==> src/core/tmw_pkg.sv <==
// Package of register map, field layout and mode codes for the 8-bit timer
package tmw_pkg;

	// ==========================================================
	// Register offsets
	localparam logic [7:0] OFF_CONTROL = 8'hb0;
	localparam logic [7:0] OFF_COUNT = 8'hb2;
	localparam logic [7:0] OFF_COMPARE = 8'hb3;
	localparam logic [7:0] OFF_MASK = 8'h70;
	localparam logic [7:0] OFF_FLAGS = 8'h37;

	// ==========================================================
	// Control register fields
	localparam int BIT_FORCE = 7;
	localparam int BIT_WAVE0 = 6;
	localparam int BIT_COM1 = 5;
	localparam int BIT_COM0 = 4;
	localparam int BIT_WAVE1 = 3;
	localparam int BIT_TICK_HI = 2;

	// Mask and flag fields
	localparam int BIT_CMP = 1;
	localparam int BIT_OVF = 0;

	// ==========================================================
	// Reset values
	localparam logic [7:0] RST_CONTROL = 8'h00;
	localparam logic [7:0] RST_COUNT = 8'h00;
	localparam logic [7:0] RST_COMPARE = 8'h00;
	localparam logic [7:0] RST_MASK = 8'h00;

	// ==========================================================
	// Counter limits and prescaler width
	localparam logic [7:0] CNT_MAX = 8'hff;
	localparam logic [7:0] CNT_BOTTOM = 8'h00;
	localparam int PRE_WIDTH = 10;

	typedef enum logic [1:0] {
		WAVE_NORMAL = 2'b00,
		WAVE_PHASE = 2'b01,
		WAVE_CLEAR = 2'b10,
		WAVE_FAST = 2'b11
	} tmw_wave_t;

	typedef enum logic [1:0] {
		COM_OFF = 2'b00,
		COM_TOGGLE = 2'b01,
		COM_CLEAR = 2'b10,
		COM_SET = 2'b11
	} tmw_com_t;

endpackage

==> src/core/tmw_tick_if.sv <==
// Interface carrying the tick from the prescaler to the counter core
`timescale 1ns/10ps
interface tmw_tick_if;
	logic [2:0] tickSel;
	logic tick;
	modport source (input tickSel, output tick);
	modport sink (output tickSel, input tick);
endinterface

==> src/core/tmw_prescaler.sv <==
// Prescaler that makes the selected timer tick from the source clock
`timescale 1ns/10ps
module tmw_prescaler
#(
	parameter int WIDTH = tmw_pkg::PRE_WIDTH
)
(
	// Clock and reset
	input wire logic clk,
	input wire logic arst_n,
	// Tick selection and output
	tmw_tick_if.source tk
);

	// ==========================================================
	// Free-running divider
	logic [WIDTH-1:0] div;
	logic [WIDTH-1:0] next_div;
	logic [WIDTH-1:0] allOnes;

	assign next_div = div + {{(WIDTH-1){1'b0}}, 1'b1};

	always_ff @(posedge clk or negedge arst_n)
	begin
		if (!arst_n)
			div <= '0;
		else
			div <= next_div;
	end

	// A tap fires when the low bits of the divider are all ones
	assign allOnes = div;

	// Stop, /1, /8, /32, /64, /128, /256, /1024
	always_comb
	begin
		case (tk.tickSel)
			3'd0: tk.tick = 1'b0;
			3'd1: tk.tick = 1'b1;
			3'd2: tk.tick = &allOnes[2:0];
			3'd3: tk.tick = &allOnes[4:0];
			3'd4: tk.tick = &allOnes[5:0];
			3'd5: tk.tick = &allOnes[6:0];
			3'd6: tk.tick = &allOnes[7:0];
			default: tk.tick = &allOnes[9:0];
		endcase
	end

endmodule

==> src/core/tmw_timer.sv <==
// Top of the 8-bit timer with one compare channel and waveform output
//
// Contract
// Force strobe acts only in normal and clear-on-match modes.
// Software keeps force strobe zero when writing control in PWM modes.
// Force strobe makes an immediate compare action per current output mode.
// Forced compare sets no flag and does not clear the counter.
// Force strobe bit always reads zero.
// Mode field: 0 normal, 1 phase PWM, 2 clear-on-match, 3 fast PWM.
// Nonzero output mode overrides port; driver enabled by direction bit.
// Non-PWM codes: off, toggle, clear, set on match.
// Fast PWM: 10 clear on match set at bottom, 11 inverse.
// Phase PWM: 10 clear up-match set down-match, 11 inverse.
// In PWM, compare equal to top with upper bit acts at top.
// Tick select: stop, /1, /8, /32, /64, /128, /256, /1024.
// Counter register gives direct read and write of the count.
// A counter write blocks compare match on the next tick.
// Software avoids changing the counter while it runs.
// Compare value checked against counter every tick.
// Compare request when enable, global enable and flag all set.
// Overflow request when enable, global enable and flag all set.
// Compare flag set on match, cleared by vector or writing one.
// Phase PWM overflow flag set at bottom; cleared by vector or one.
// Counter wraps at top, or counts up and down in phase PWM.
// Compare value buffered and loaded at top or bottom in PWM.
//
// Design decision made here: strobed register access.
`timescale 1ns/10ps
module tmw_timer
(
	// Clock and reset
	input wire logic clk,
	input wire logic arst_n,
	// Register port
	input wire logic [7:0] regAddr,
	input wire logic [7:0] regWrData,
	input wire logic regWrite,
	input wire logic regRead,
	output logic [7:0] regRdData,
	// Interrupt system
	input wire logic globalIrqEnable,
	input wire logic compareVectorAck,
	input wire logic overflowVectorAck,
	output logic compareIrqReq,
	output logic overflowIrqReq,
	// Pin
	input wire logic pinDirection,
	input wire logic portData,
	output logic compareOutPin,
	output logic compareOutPinOe_n
);

	// ==========================================================
	// Registers
	logic [7:0] timerControl;
	logic [7:0] countValue;
	logic [7:0] compareBuffer;
	logic [7:0] compareValueA;
	logic [1:0] interruptMask;
	logic compareFlag;
	logic overflowFlag;
	logic countDown;
	logic blockMatch;
	logic waveOut;
	logic [7:0] next_count;
	logic next_countDown;
	logic next_wave;

	// ==========================================================
	// Address decode
	wire wrControl = regWrite && regAddr == tmw_pkg::OFF_CONTROL;
	wire wrCount = regWrite && regAddr == tmw_pkg::OFF_COUNT;
	wire wrCompare = regWrite && regAddr == tmw_pkg::OFF_COMPARE;
	wire wrMask = regWrite && regAddr == tmw_pkg::OFF_MASK;
	wire wrFlags = regWrite && regAddr == tmw_pkg::OFF_FLAGS;

	// ==========================================================
	// Field decode
	wire [1:0] waveModeSel = {timerControl[tmw_pkg::BIT_WAVE1],
		timerControl[tmw_pkg::BIT_WAVE0]};
	wire [1:0] compareOutMode = timerControl[tmw_pkg::BIT_COM1:
		tmw_pkg::BIT_COM0];
	wire [2:0] tickSourceSel = timerControl[tmw_pkg::BIT_TICK_HI:0];
	wire isPhase = waveModeSel == tmw_pkg::WAVE_PHASE;
	wire isFast = waveModeSel == tmw_pkg::WAVE_FAST;
	wire isClear = waveModeSel == tmw_pkg::WAVE_CLEAR;
	wire isPwm = isPhase || isFast;
	wire [7:0] topValue = isClear ? compareValueA : tmw_pkg::CNT_MAX;

	// ==========================================================
	// Prescaler
	tmw_tick_if tk();
	assign tk.tickSel = tickSourceSel;

	tmw_prescaler u_pre
	(
		.clk(clk),
		.arst_n(arst_n),
		.tk(tk)
	);

	wire tick = tk.tick;

	// ==========================================================
	// Counter sequence and events
	wire atTop = countValue == topValue;
	wire atBottom = countValue == tmw_pkg::CNT_BOTTOM;
	wire rawMatch = countValue == compareValueA;
	wire match = tick && rawMatch && !blockMatch;
	// PWM with compare at top: action moves to top instead of the match
	wire topSpecial = isPwm && compareValueA == tmw_pkg::CNT_MAX &&
		compareOutMode[1];
	wire overflowEvent = tick && (isPhase ? (atBottom && countDown) :
		countValue == tmw_pkg::CNT_MAX);
	wire bottomEvent = tick && (isPhase ? atBottom : atTop);
	// Force strobe only in the non-PWM modes
	wire forceEvent = wrControl && regWrData[tmw_pkg::BIT_FORCE] &&
		!(regWrData[tmw_pkg::BIT_WAVE0]);
	wire loadCompare = isFast ? bottomEvent : (tick && atTop);
	// The strobe acts on the output mode written beside it in the same write
	wire [1:0] forceMode = regWrData[tmw_pkg::BIT_COM1:tmw_pkg::BIT_COM0];

	always_comb
	begin
		next_count = countValue;
		next_countDown = countDown;
		if (tick)
		begin
			if (isPhase)
			begin
				if (!countDown && countValue == tmw_pkg::CNT_MAX)
				begin
					next_countDown = 1'b1;
					next_count = countValue - 8'h01;
				end
				else if (countDown && atBottom)
				begin
					next_countDown = 1'b0;
					next_count = countValue + 8'h01;
				end
				else if (countDown)
					next_count = countValue - 8'h01;
				else
					next_count = countValue + 8'h01;
			end
			else
			begin
				next_countDown = 1'b0;
				next_count = atTop ? tmw_pkg::CNT_BOTTOM :
					countValue + 8'h01;
			end
		end
	end

	// ==========================================================
	// Waveform generator
	always_comb
	begin
		next_wave = waveOut;
		if (forceEvent)
		begin
			case (forceMode)
				tmw_pkg::COM_TOGGLE: next_wave = !waveOut;
				tmw_pkg::COM_CLEAR: next_wave = 1'b0;
				tmw_pkg::COM_SET: next_wave = 1'b1;
				default: next_wave = waveOut;
			endcase
		end
		else if (!isPwm)
		begin
			if (match)
			begin
				case (compareOutMode)
					tmw_pkg::COM_TOGGLE: next_wave = !waveOut;
					tmw_pkg::COM_CLEAR: next_wave = 1'b0;
					tmw_pkg::COM_SET: next_wave = 1'b1;
					default: next_wave = waveOut;
				endcase
			end
		end
		else if (compareOutMode[1])
		begin
			if (topSpecial && tick && countValue == tmw_pkg::CNT_MAX)
				next_wave = !compareOutMode[0];
			else if (isFast && bottomEvent)
				next_wave = !compareOutMode[0];
			else if (isFast && match && !topSpecial)
				next_wave = compareOutMode[0];
			else if (isPhase && match && !topSpecial)
				next_wave = compareOutMode[0] ^ countDown;
		end
	end

	// ==========================================================
	// Register updates
	always_ff @(posedge clk or negedge arst_n)
	begin
		if (!arst_n)
		begin
			timerControl <= tmw_pkg::RST_CONTROL;
			countValue <= tmw_pkg::RST_COUNT;
			countDown <= 1'b0;
			blockMatch <= 1'b0;
			waveOut <= 1'b0;
		end
		else
		begin
			// Strobe bit is never stored
			if (wrControl)
				timerControl <= {1'b0, regWrData[6:0]};
			countValue <= wrCount ? regWrData : next_count;
			countDown <= next_countDown;
			// Block holds until the next tick has gone past
			if (wrCount)
				blockMatch <= 1'b1;
			else if (tick)
				blockMatch <= 1'b0;
			waveOut <= next_wave;
		end
	end

	always_ff @(posedge clk or negedge arst_n)
	begin
		if (!arst_n)
		begin
			compareBuffer <= tmw_pkg::RST_COMPARE;
			compareValueA <= tmw_pkg::RST_COMPARE;
			interruptMask <= tmw_pkg::RST_MASK[1:0];
		end
		else
		begin
			if (wrCompare)
				compareBuffer <= regWrData;
			if (wrCompare && !isPwm)
				compareValueA <= regWrData;
			else if (isPwm && loadCompare)
				compareValueA <= compareBuffer;
			if (wrMask)
				interruptMask <= regWrData[1:0];
		end
	end

	// Set wins over clear; force never sets the flag
	wire clrCmp = compareVectorAck ||
		(wrFlags && regWrData[tmw_pkg::BIT_CMP]);
	wire clrOvf = overflowVectorAck ||
		(wrFlags && regWrData[tmw_pkg::BIT_OVF]);

	always_ff @(posedge clk or negedge arst_n)
	begin
		if (!arst_n)
		begin
			compareFlag <= 1'b0;
			overflowFlag <= 1'b0;
		end
		else
		begin
			compareFlag <= match || (compareFlag && !clrCmp);
			overflowFlag <= overflowEvent || (overflowFlag && !clrOvf);
		end
	end

	// ==========================================================
	// Read back
	always_ff @(posedge clk or negedge arst_n)
	begin
		if (!arst_n)
			regRdData <= 8'h00;
		else if (!regRead)
			regRdData <= 8'h00;
		else
		begin
			case (regAddr)
				tmw_pkg::OFF_CONTROL: regRdData <= timerControl;
				tmw_pkg::OFF_COUNT: regRdData <= countValue;
				tmw_pkg::OFF_COMPARE: regRdData <= isPwm ? compareBuffer :
					compareValueA;
				tmw_pkg::OFF_MASK: regRdData <= {6'h00, interruptMask};
				tmw_pkg::OFF_FLAGS: regRdData <= {6'h00, compareFlag,
					overflowFlag};
				default: regRdData <= 8'h00;
			endcase
		end
	end

	// ==========================================================
	// Outputs
	assign compareIrqReq = globalIrqEnable &&
		interruptMask[tmw_pkg::BIT_CMP] && compareFlag;
	assign overflowIrqReq = globalIrqEnable &&
		interruptMask[tmw_pkg::BIT_OVF] && overflowFlag;
	// Any nonzero output mode takes the pin from the port
	assign compareOutPin = (compareOutMode != tmw_pkg::COM_OFF) ? waveOut :
		portData;
	assign compareOutPinOe_n = !pinDirection;

endmodule

==> config.mk <==
export PLATFORM = sky130hd
export DESIGN_NAME = tmw_timer
export DESIGN_NICKNAME = d
export VERILOG_FILES = /design/src/core/tmw_pkg.sv /design/src/core/tmw_tick_if.sv /design/src/core/tmw_prescaler.sv /design/src/core/tmw_timer.sv
export SDC_FILE = /design/constraint.sdc
export NUM_CORES = 1
export LEC_CHECK = 0
export BUFFER_PORTS_ARGS = -buffer_cell sky130_fd_sc_hd__buf_2
export CORE_MARGIN = 1.5
export CORE_UTILIZATION = 42
export DETAILED_ROUTE_END_ITERATION = 8
export PLACE_DENSITY = 0.75
export SLEW_MARGIN = 25
export SYNTH_ARGS = -nofsm -noshare
export SYNTH_HDL_FRONTEND = slang
export SYNTH_HIERARCHICAL = 1
export SYNTH_SLANG_ARGS = --single-unit
==> constraint.sdc <==
create_clock -name clk -period 2.8 [get_ports clk]
set_input_delay 0 -clock clk [delete_from_list [all_inputs] [get_ports clk]]
set_output_delay 0 -clock clk [all_outputs]
set_load 0.05 [all_outputs]
Yosys cells after proc, flatten, opt, wreduce, memory -nomap -nowiden:

Index checks and enable logic that the tools add are counted.

* add/subtract/negate cells: 3
* bitwise gates (word level): 1
* mux-type cells: 33
* equal/unequal tests: 28
* reduce and logical (&&, ||, !) cells: 63

Operators by type and width (count)
* two-way mux 8 bit: 12
* == test 8 bit (second input constant): 5
* one-hot mux 8 bit (5 select lines): 1
* logical AND 1 bit: 33
* two-way mux 1 bit: 17
* == test 8 bit: 2
* == test 2 bit (second input constant): 6
* adder 10 x 1 -> 10 bit (second input constant): 1
* zero test 1 bit: 10
* AND reduction 10 bit: 1
* AND reduction 5 bit: 2
* == test 3 bit (second input constant): 3
* adder 8 x 1 -> 8 bit (second input constant): 1
* == test 8 x 6 -> 1 bit (second input constant): 1
* == test 8 x 7 -> 1 bit (second input constant): 1
* zero test 8 bit: 1
* AND reduction 8 bit: 1
* subtractor 8 x 1 -> 8 bit (second input constant): 1
* one-hot mux 1 bit (7 select lines): 1
* AND reduction 7 bit: 1
* == test 2 x 1 -> 1 bit (second input constant): 3
* == test 3 x 2 -> 1 bit (second input constant): 2
* != test 6 x 1 -> 1 bit (second input constant): 1
* one-hot mux 1 bit (3 select lines): 2
* 13 further kinds: 19

* output and inout bits: 12
* register bits: 56
* word-level logic and storage cells: 140

Depth between registers and ports, before layout:

* word-level depth: 13
* depth in mapped cells: 14
* gate-level depth less buffers: 14

Hierarchy:

Netlist, hierarchy kept.

Modules (own cells, without submodules)
* tmw_timer: area an instance 2995.4 sq um, cells each 325, times used 1
* tmw_prescaler: area an instance 489.2 sq um, cells each 43, times used 1

Worst setup path before layout:

No wires, ideal clock.

* kind: flip-flop to flip-flop
* start point: reg u_pre.div[0], in the netlist u_pre/allOnes[0]
* end point: reg waveOut
* setup slack: 0.041 ns
* buffers on the path: 0
* arrival: 2.639 ns
* cell stages (with the launch flop): 15
* cells stage by stage: dfrtp_1 -> ha_1 -> nand3_2 -> inv_1 -> ha_1 -> nand3b_1 -> o311ai_0 -> a22o_1 -> clkinv_1 -> a211oi_1 -> nand4_1 -> or2_1 -> o32ai_1 -> a211oi_1 -> o211a_1

* word-level cells in the longest chain between the ends: 12

RTL lines
* start: declaration: RTL line tmw_prescaler.sv:17 `logic [WIDTH-1:0] div;`
* start signal: assignment: RTL line tmw_prescaler.sv:28 `div <= next_div;`
* AND reduction 10 bit, or another cell as far along: RTL line tmw_prescaler.sv:45 `default: tk.tick = &allOnes[9:0];`
* one-hot mux 1 bit (7 select lines) *: RTL line tmw_prescaler.sv:37 `case (tk.tickSel)`
* via tick: RTL line tmw_timer.sv:102 `wire tick = tk.tick;`
* logical AND 1 bit (2 in a row): RTL line tmw_timer.sv:109 `wire match = tick && rawMatch && !blockMatch;`
* logical AND 1 bit (2 in a row): RTL line tmw_timer.sv:187 `else if (isFast && match && !topSpecial)`
* two-way mux 1 bit: RTL line tmw_timer.sv:187
* two-way mux 1 bit: RTL line tmw_timer.sv:185 `else if (isFast && bottomEvent)`
* two-way mux 1 bit: RTL line tmw_timer.sv:183 `if (topSpecial && tick && countValue == tmw_pkg::CNT_MAX)`
* two-way mux 1 bit: RTL line tmw_timer.sv:181 `else if (compareOutMode[1])`
* two-way mux 1 bit: RTL line tmw_timer.sv:169 `else if (!isPwm)`
* two-way mux 1 bit: RTL line tmw_timer.sv:160 `if (forceEvent)`
* end signal: assignment: RTL line tmw_timer.sv:218 `waveOut <= next_wave;`
* end: declaration: RTL line tmw_timer.sv:64 `logic waveOut;`

Mark *: on every way through the listed nets, which the timed path passes. The rest lies on a longest branch. The select of a mux whose other input is x is not followed.
A chain may end at the register's enable or synchronous reset.

Final worst setup path:

* start point: reg u_pre.div[1], in the netlist u_pre/allOnes[1]
* end point: reg waveOut

The elaborated chain is that of the path after synthesis.

==> metrics.md <==
| Metric | Value |
|---|---|
| Mapped Nets | about 400 |
| H-tree depth | 2 |
| Detail Route Antenna Nets | 0 |
| Final Hold Fails | 0 |
| Period utilisation layout | approximately 94% |
| Avg Cell Area, Syn | ~9.5 um^2 |
| Initial DRC count | about 280 |
| Sw frac | 36.2% |
| CTS buffer count | 5 |
| Via-to-Cell Ratio | roughly 6 |
| Cell variety after synth | between 60 and 70 |
| Port buffer count | 36 |
| Internal | ~1300 uW |
| Reg clk slew, reported paths | around 0.10 ns |
| Skew final | between 0.006 and 0.007 ns |
| Max clock buf depth | 2 |
| Period minus WS final | 2.64 ns |
| Clock Tree Root | clkbuf_8 |
| Vias in the first global route | 2999 |
| TritonCTS clock tree | built |
| First-pass GRT wire length | roughly 15000 um |
| Synthesis Warnings | 6 |
| Layout Utilization | 50.0% |
| Antenna Cells | 0 |
| Crit. End Element | register |
| FF+latch area | between 1000 and 1500 um^2 |
| Rows | 33 |
| Synth area leaders | dfrtp_1 40%, mux2_2 7.8%, nand2_1 5.0% |
| Num Clock Sinks | 56 |
| Die Height | roughly 94 um |
| Crit-path max FO | 13 |
| Worst Path Buf+Inv | 2 |
| DIE AREA | 8850 um^2 |
| Final HPWL from detailed placement | about 6200 um |
| Placement Setup Slack | -0.0267 ns |
| Drt wl/cell | between 15 and 20 um |
| Total Nets Final | 450 |
| Final Wtd Congestion | ~0.96 |
| Pleak | roughly 0.0018 uW |
| Data required, critical path | between 3 and 4 ns |
| Global Route met3 Usage | 3.64% |
| Clock Latency Late Sink | between 0.3 and 0.4 ns |
| Worst VDD drop | 0.259 mV |
| Layout cells sized above 1 | 26.6% |
| Part of the power in combinational logic | between 20% and 30% |
| Final Power | just over 2000 uW |
| Fin Setup TNS | 0 ns |
| Die W | about 94 um |
| Leading area contributor after synthesis | dfrtp_1 |
| Filler cells | between 700 and 800 |
| Ys async rst share | 100% |
| # DRC | 0 |
| P&R area growth vs syn | 16.8% |
| DRT Wirelength | 8890 um |
| Post-Syn Instances | between 300 and 400 |
| Post-synthesis sequential area ratio | between 40% and 50% |
| Worst path arrival time | 2.85 ns |
| Yosys top cell area share | between 40% and 50% |
| Starting Density | 42.8% |
| Post-route setup slack | 0.165 ns |
| Final setup vio count | 0 |
| CORE AREA | 8130 um^2 |
| Sequential share of power | 52.0% |
| Most common cell after layout, fill and taps aside | dfrtp_1 |
| Slew Limit Fails | 0 |
| Synth Flop Type | dfrtp_1 |
| GR Util met1 | between 20 and 30% |
| Via count | between 3000 and 4000 |
| Gr busiest metal | met2 |
| Slew margin rel. | a little over half |
| Mapped cell area | between 3000 and 4000 um^2 |
| Multi-input logic area | 2030 um^2 |
| Crit path kind | register to register |
| Critical path's largest stage delay | between 0.4 and 0.5 ns |
| Most frequent cells in the layout | 56 x dfrtp_1, 46 x nand2_1, 36 x buf_2 |
| Worst-path cell with the longest stage delay | dfrtp_1 |
| Initial antenna violation count | 0 |
| Psw | between 700 and 800 uW |
| Status | complete, no violations |
| Number of flops mapped to enable cells by yosys | 0 |
| Pin count of the biggest net entering global routing | 30 |
| Seq cells post-synth | 56 |
| Largest delay contributor family on the critical path | compound AO/OA/AOI/OAI gates |
| GR Util met2 | 34.4% |
| Top-Level Pins | 37 |
| Cell breakdown of the critical path | ha_2, nand3_2, inv_1, ha_1, nand3b_1, o311ai_2, a22o_1, buf_4, nand2_1, nor3_2, a32oi_2, and4b_1, a211oi_2, o211a_1 |
| Drt pass-1 iters | 5 |
| Remaining Overflow, GRT | 0 |
| Startpoint types | register |
| Hold crit path type | input pin to register |
| Max frequency | 379 MHz |
| Worst Max-Slew Pin Slew | between 0.6 and 0.7 ns |
| Gr usage total | roughly a fifth |
| # Max-Cap Violations | 0 |
| Clock Power Share | 23.2% |
| Power Density | 506 nW/um^2 |
==> final timing paths <==
path | start | to | slack (ns) | cells after the start
min reg2reg | u_pre/allOnes[5] | u_pre/allOnes[5] | 0.49 | 1
max | u_pre/allOnes[1] | waveOut | 0.16 | 14
min | regWrData[5] | countValue[5] | 0.007 | 3
max reg2reg | u_pre/allOnes[1] | waveOut | 0.16 | 14
max in group asynchronous | arst_n | countValue[3] | 1.76 | 3
min in group asynchronous | arst_n | u_pre/allOnes[9] | 0.24 | 2
==> synth_stat cells (all sizes together), types with 4 or more instances <==
cell type,number
dfrtp,56
mux2i,9
xnor2,4
nor2b,4
nor2,21
buf,12
o21ai,19
nand2,47
inv,13
nand4,5
o211ai,4
a22oi,8
xor2,5
o31ai,5
or3,4
mux2,24
ha,9
a211oi,5
or2,7
nand3b,4
and3,4
nand3,13
clkbuf,4
a21oi,22
nor3,11
nand2b,7
==> through the flow <==
stage                     instances  hold WS (ns)  cell area [um^2]
final                           522       0.00659              4070
after global routing            522        0.0299              4070
after CTS                       520       0.00667              3980
after detailed placement        503        0.0691              3790
after global placement          503        0.0621              3790
after floorplan                 368        -0.296              3480
==> kinds of logic after synthesis <==
| logic type | Yosys count | synth area share, % |
|---|---|---|
| flops | 56 | 40.2 |
| simple gates | 139 | 22.1 |
| mux | 33 | 10.3 |
| fa+ha+maj | 9 | 3.23 |
| compound gates | 92 | 18.0 |
| xor+xnor | 9 | 2.26 |
| buf+inv | 30 | 3.84 |
==> tightest hold or removal path, cell delays in order <==
cell,delay (ns)
buf_2,0.15
nand2_1,0.07
o31ai_1,0.06
==> layout make-up <==
cell class              count  share of cell area [%]
flip-flops and latches     56                    34.4
repair buffers             57                    8.86
clock buffers               6                    2.03
multi-input cells         282                    49.8
well taps                 105                    3.23
inverters                  14                    1.29
clock inverters             2                   0.338
==> sequential cells by signal (all words and copies together), names as in the netlist, 2 cells and up <==
name,count
interruptMask,2
regRdData,8
timerControl,7
u_pre/allOnes,10
compareValueA,8
countValue,8
compareBuffer,8
==> repair_timing <==
action                     CTS  global route
pin swaps                    1            11
buffers inserted             0             2
gates resized for setup      1            13
hold buffers                 9             0
cloned                       0             0
hold endpoints to repair    43             0
setup endpoints to repair    1             1
==> metal layers <==
metal	wire length, um	vias up
met2	4300	127
met5	0	-
li1	-	1456
met4	108	0
met1	3890	1544
met3	593	13
==> power by group through the flow <==
stage | clock (uW) | combinational [uW] | sequential, uW
3_3_place_gp | 0 | 469 | 1070
3_5_place_dp | 0 | 478 | 1080
2_1_floorplan | 0 | 443 | 955
5_1_grt | 509 | 569 | 1090
4_1_cts | 483 | 492 | 1060
6_report | 478 | 511 | 1070
Power figures use the tool's default switching activity.
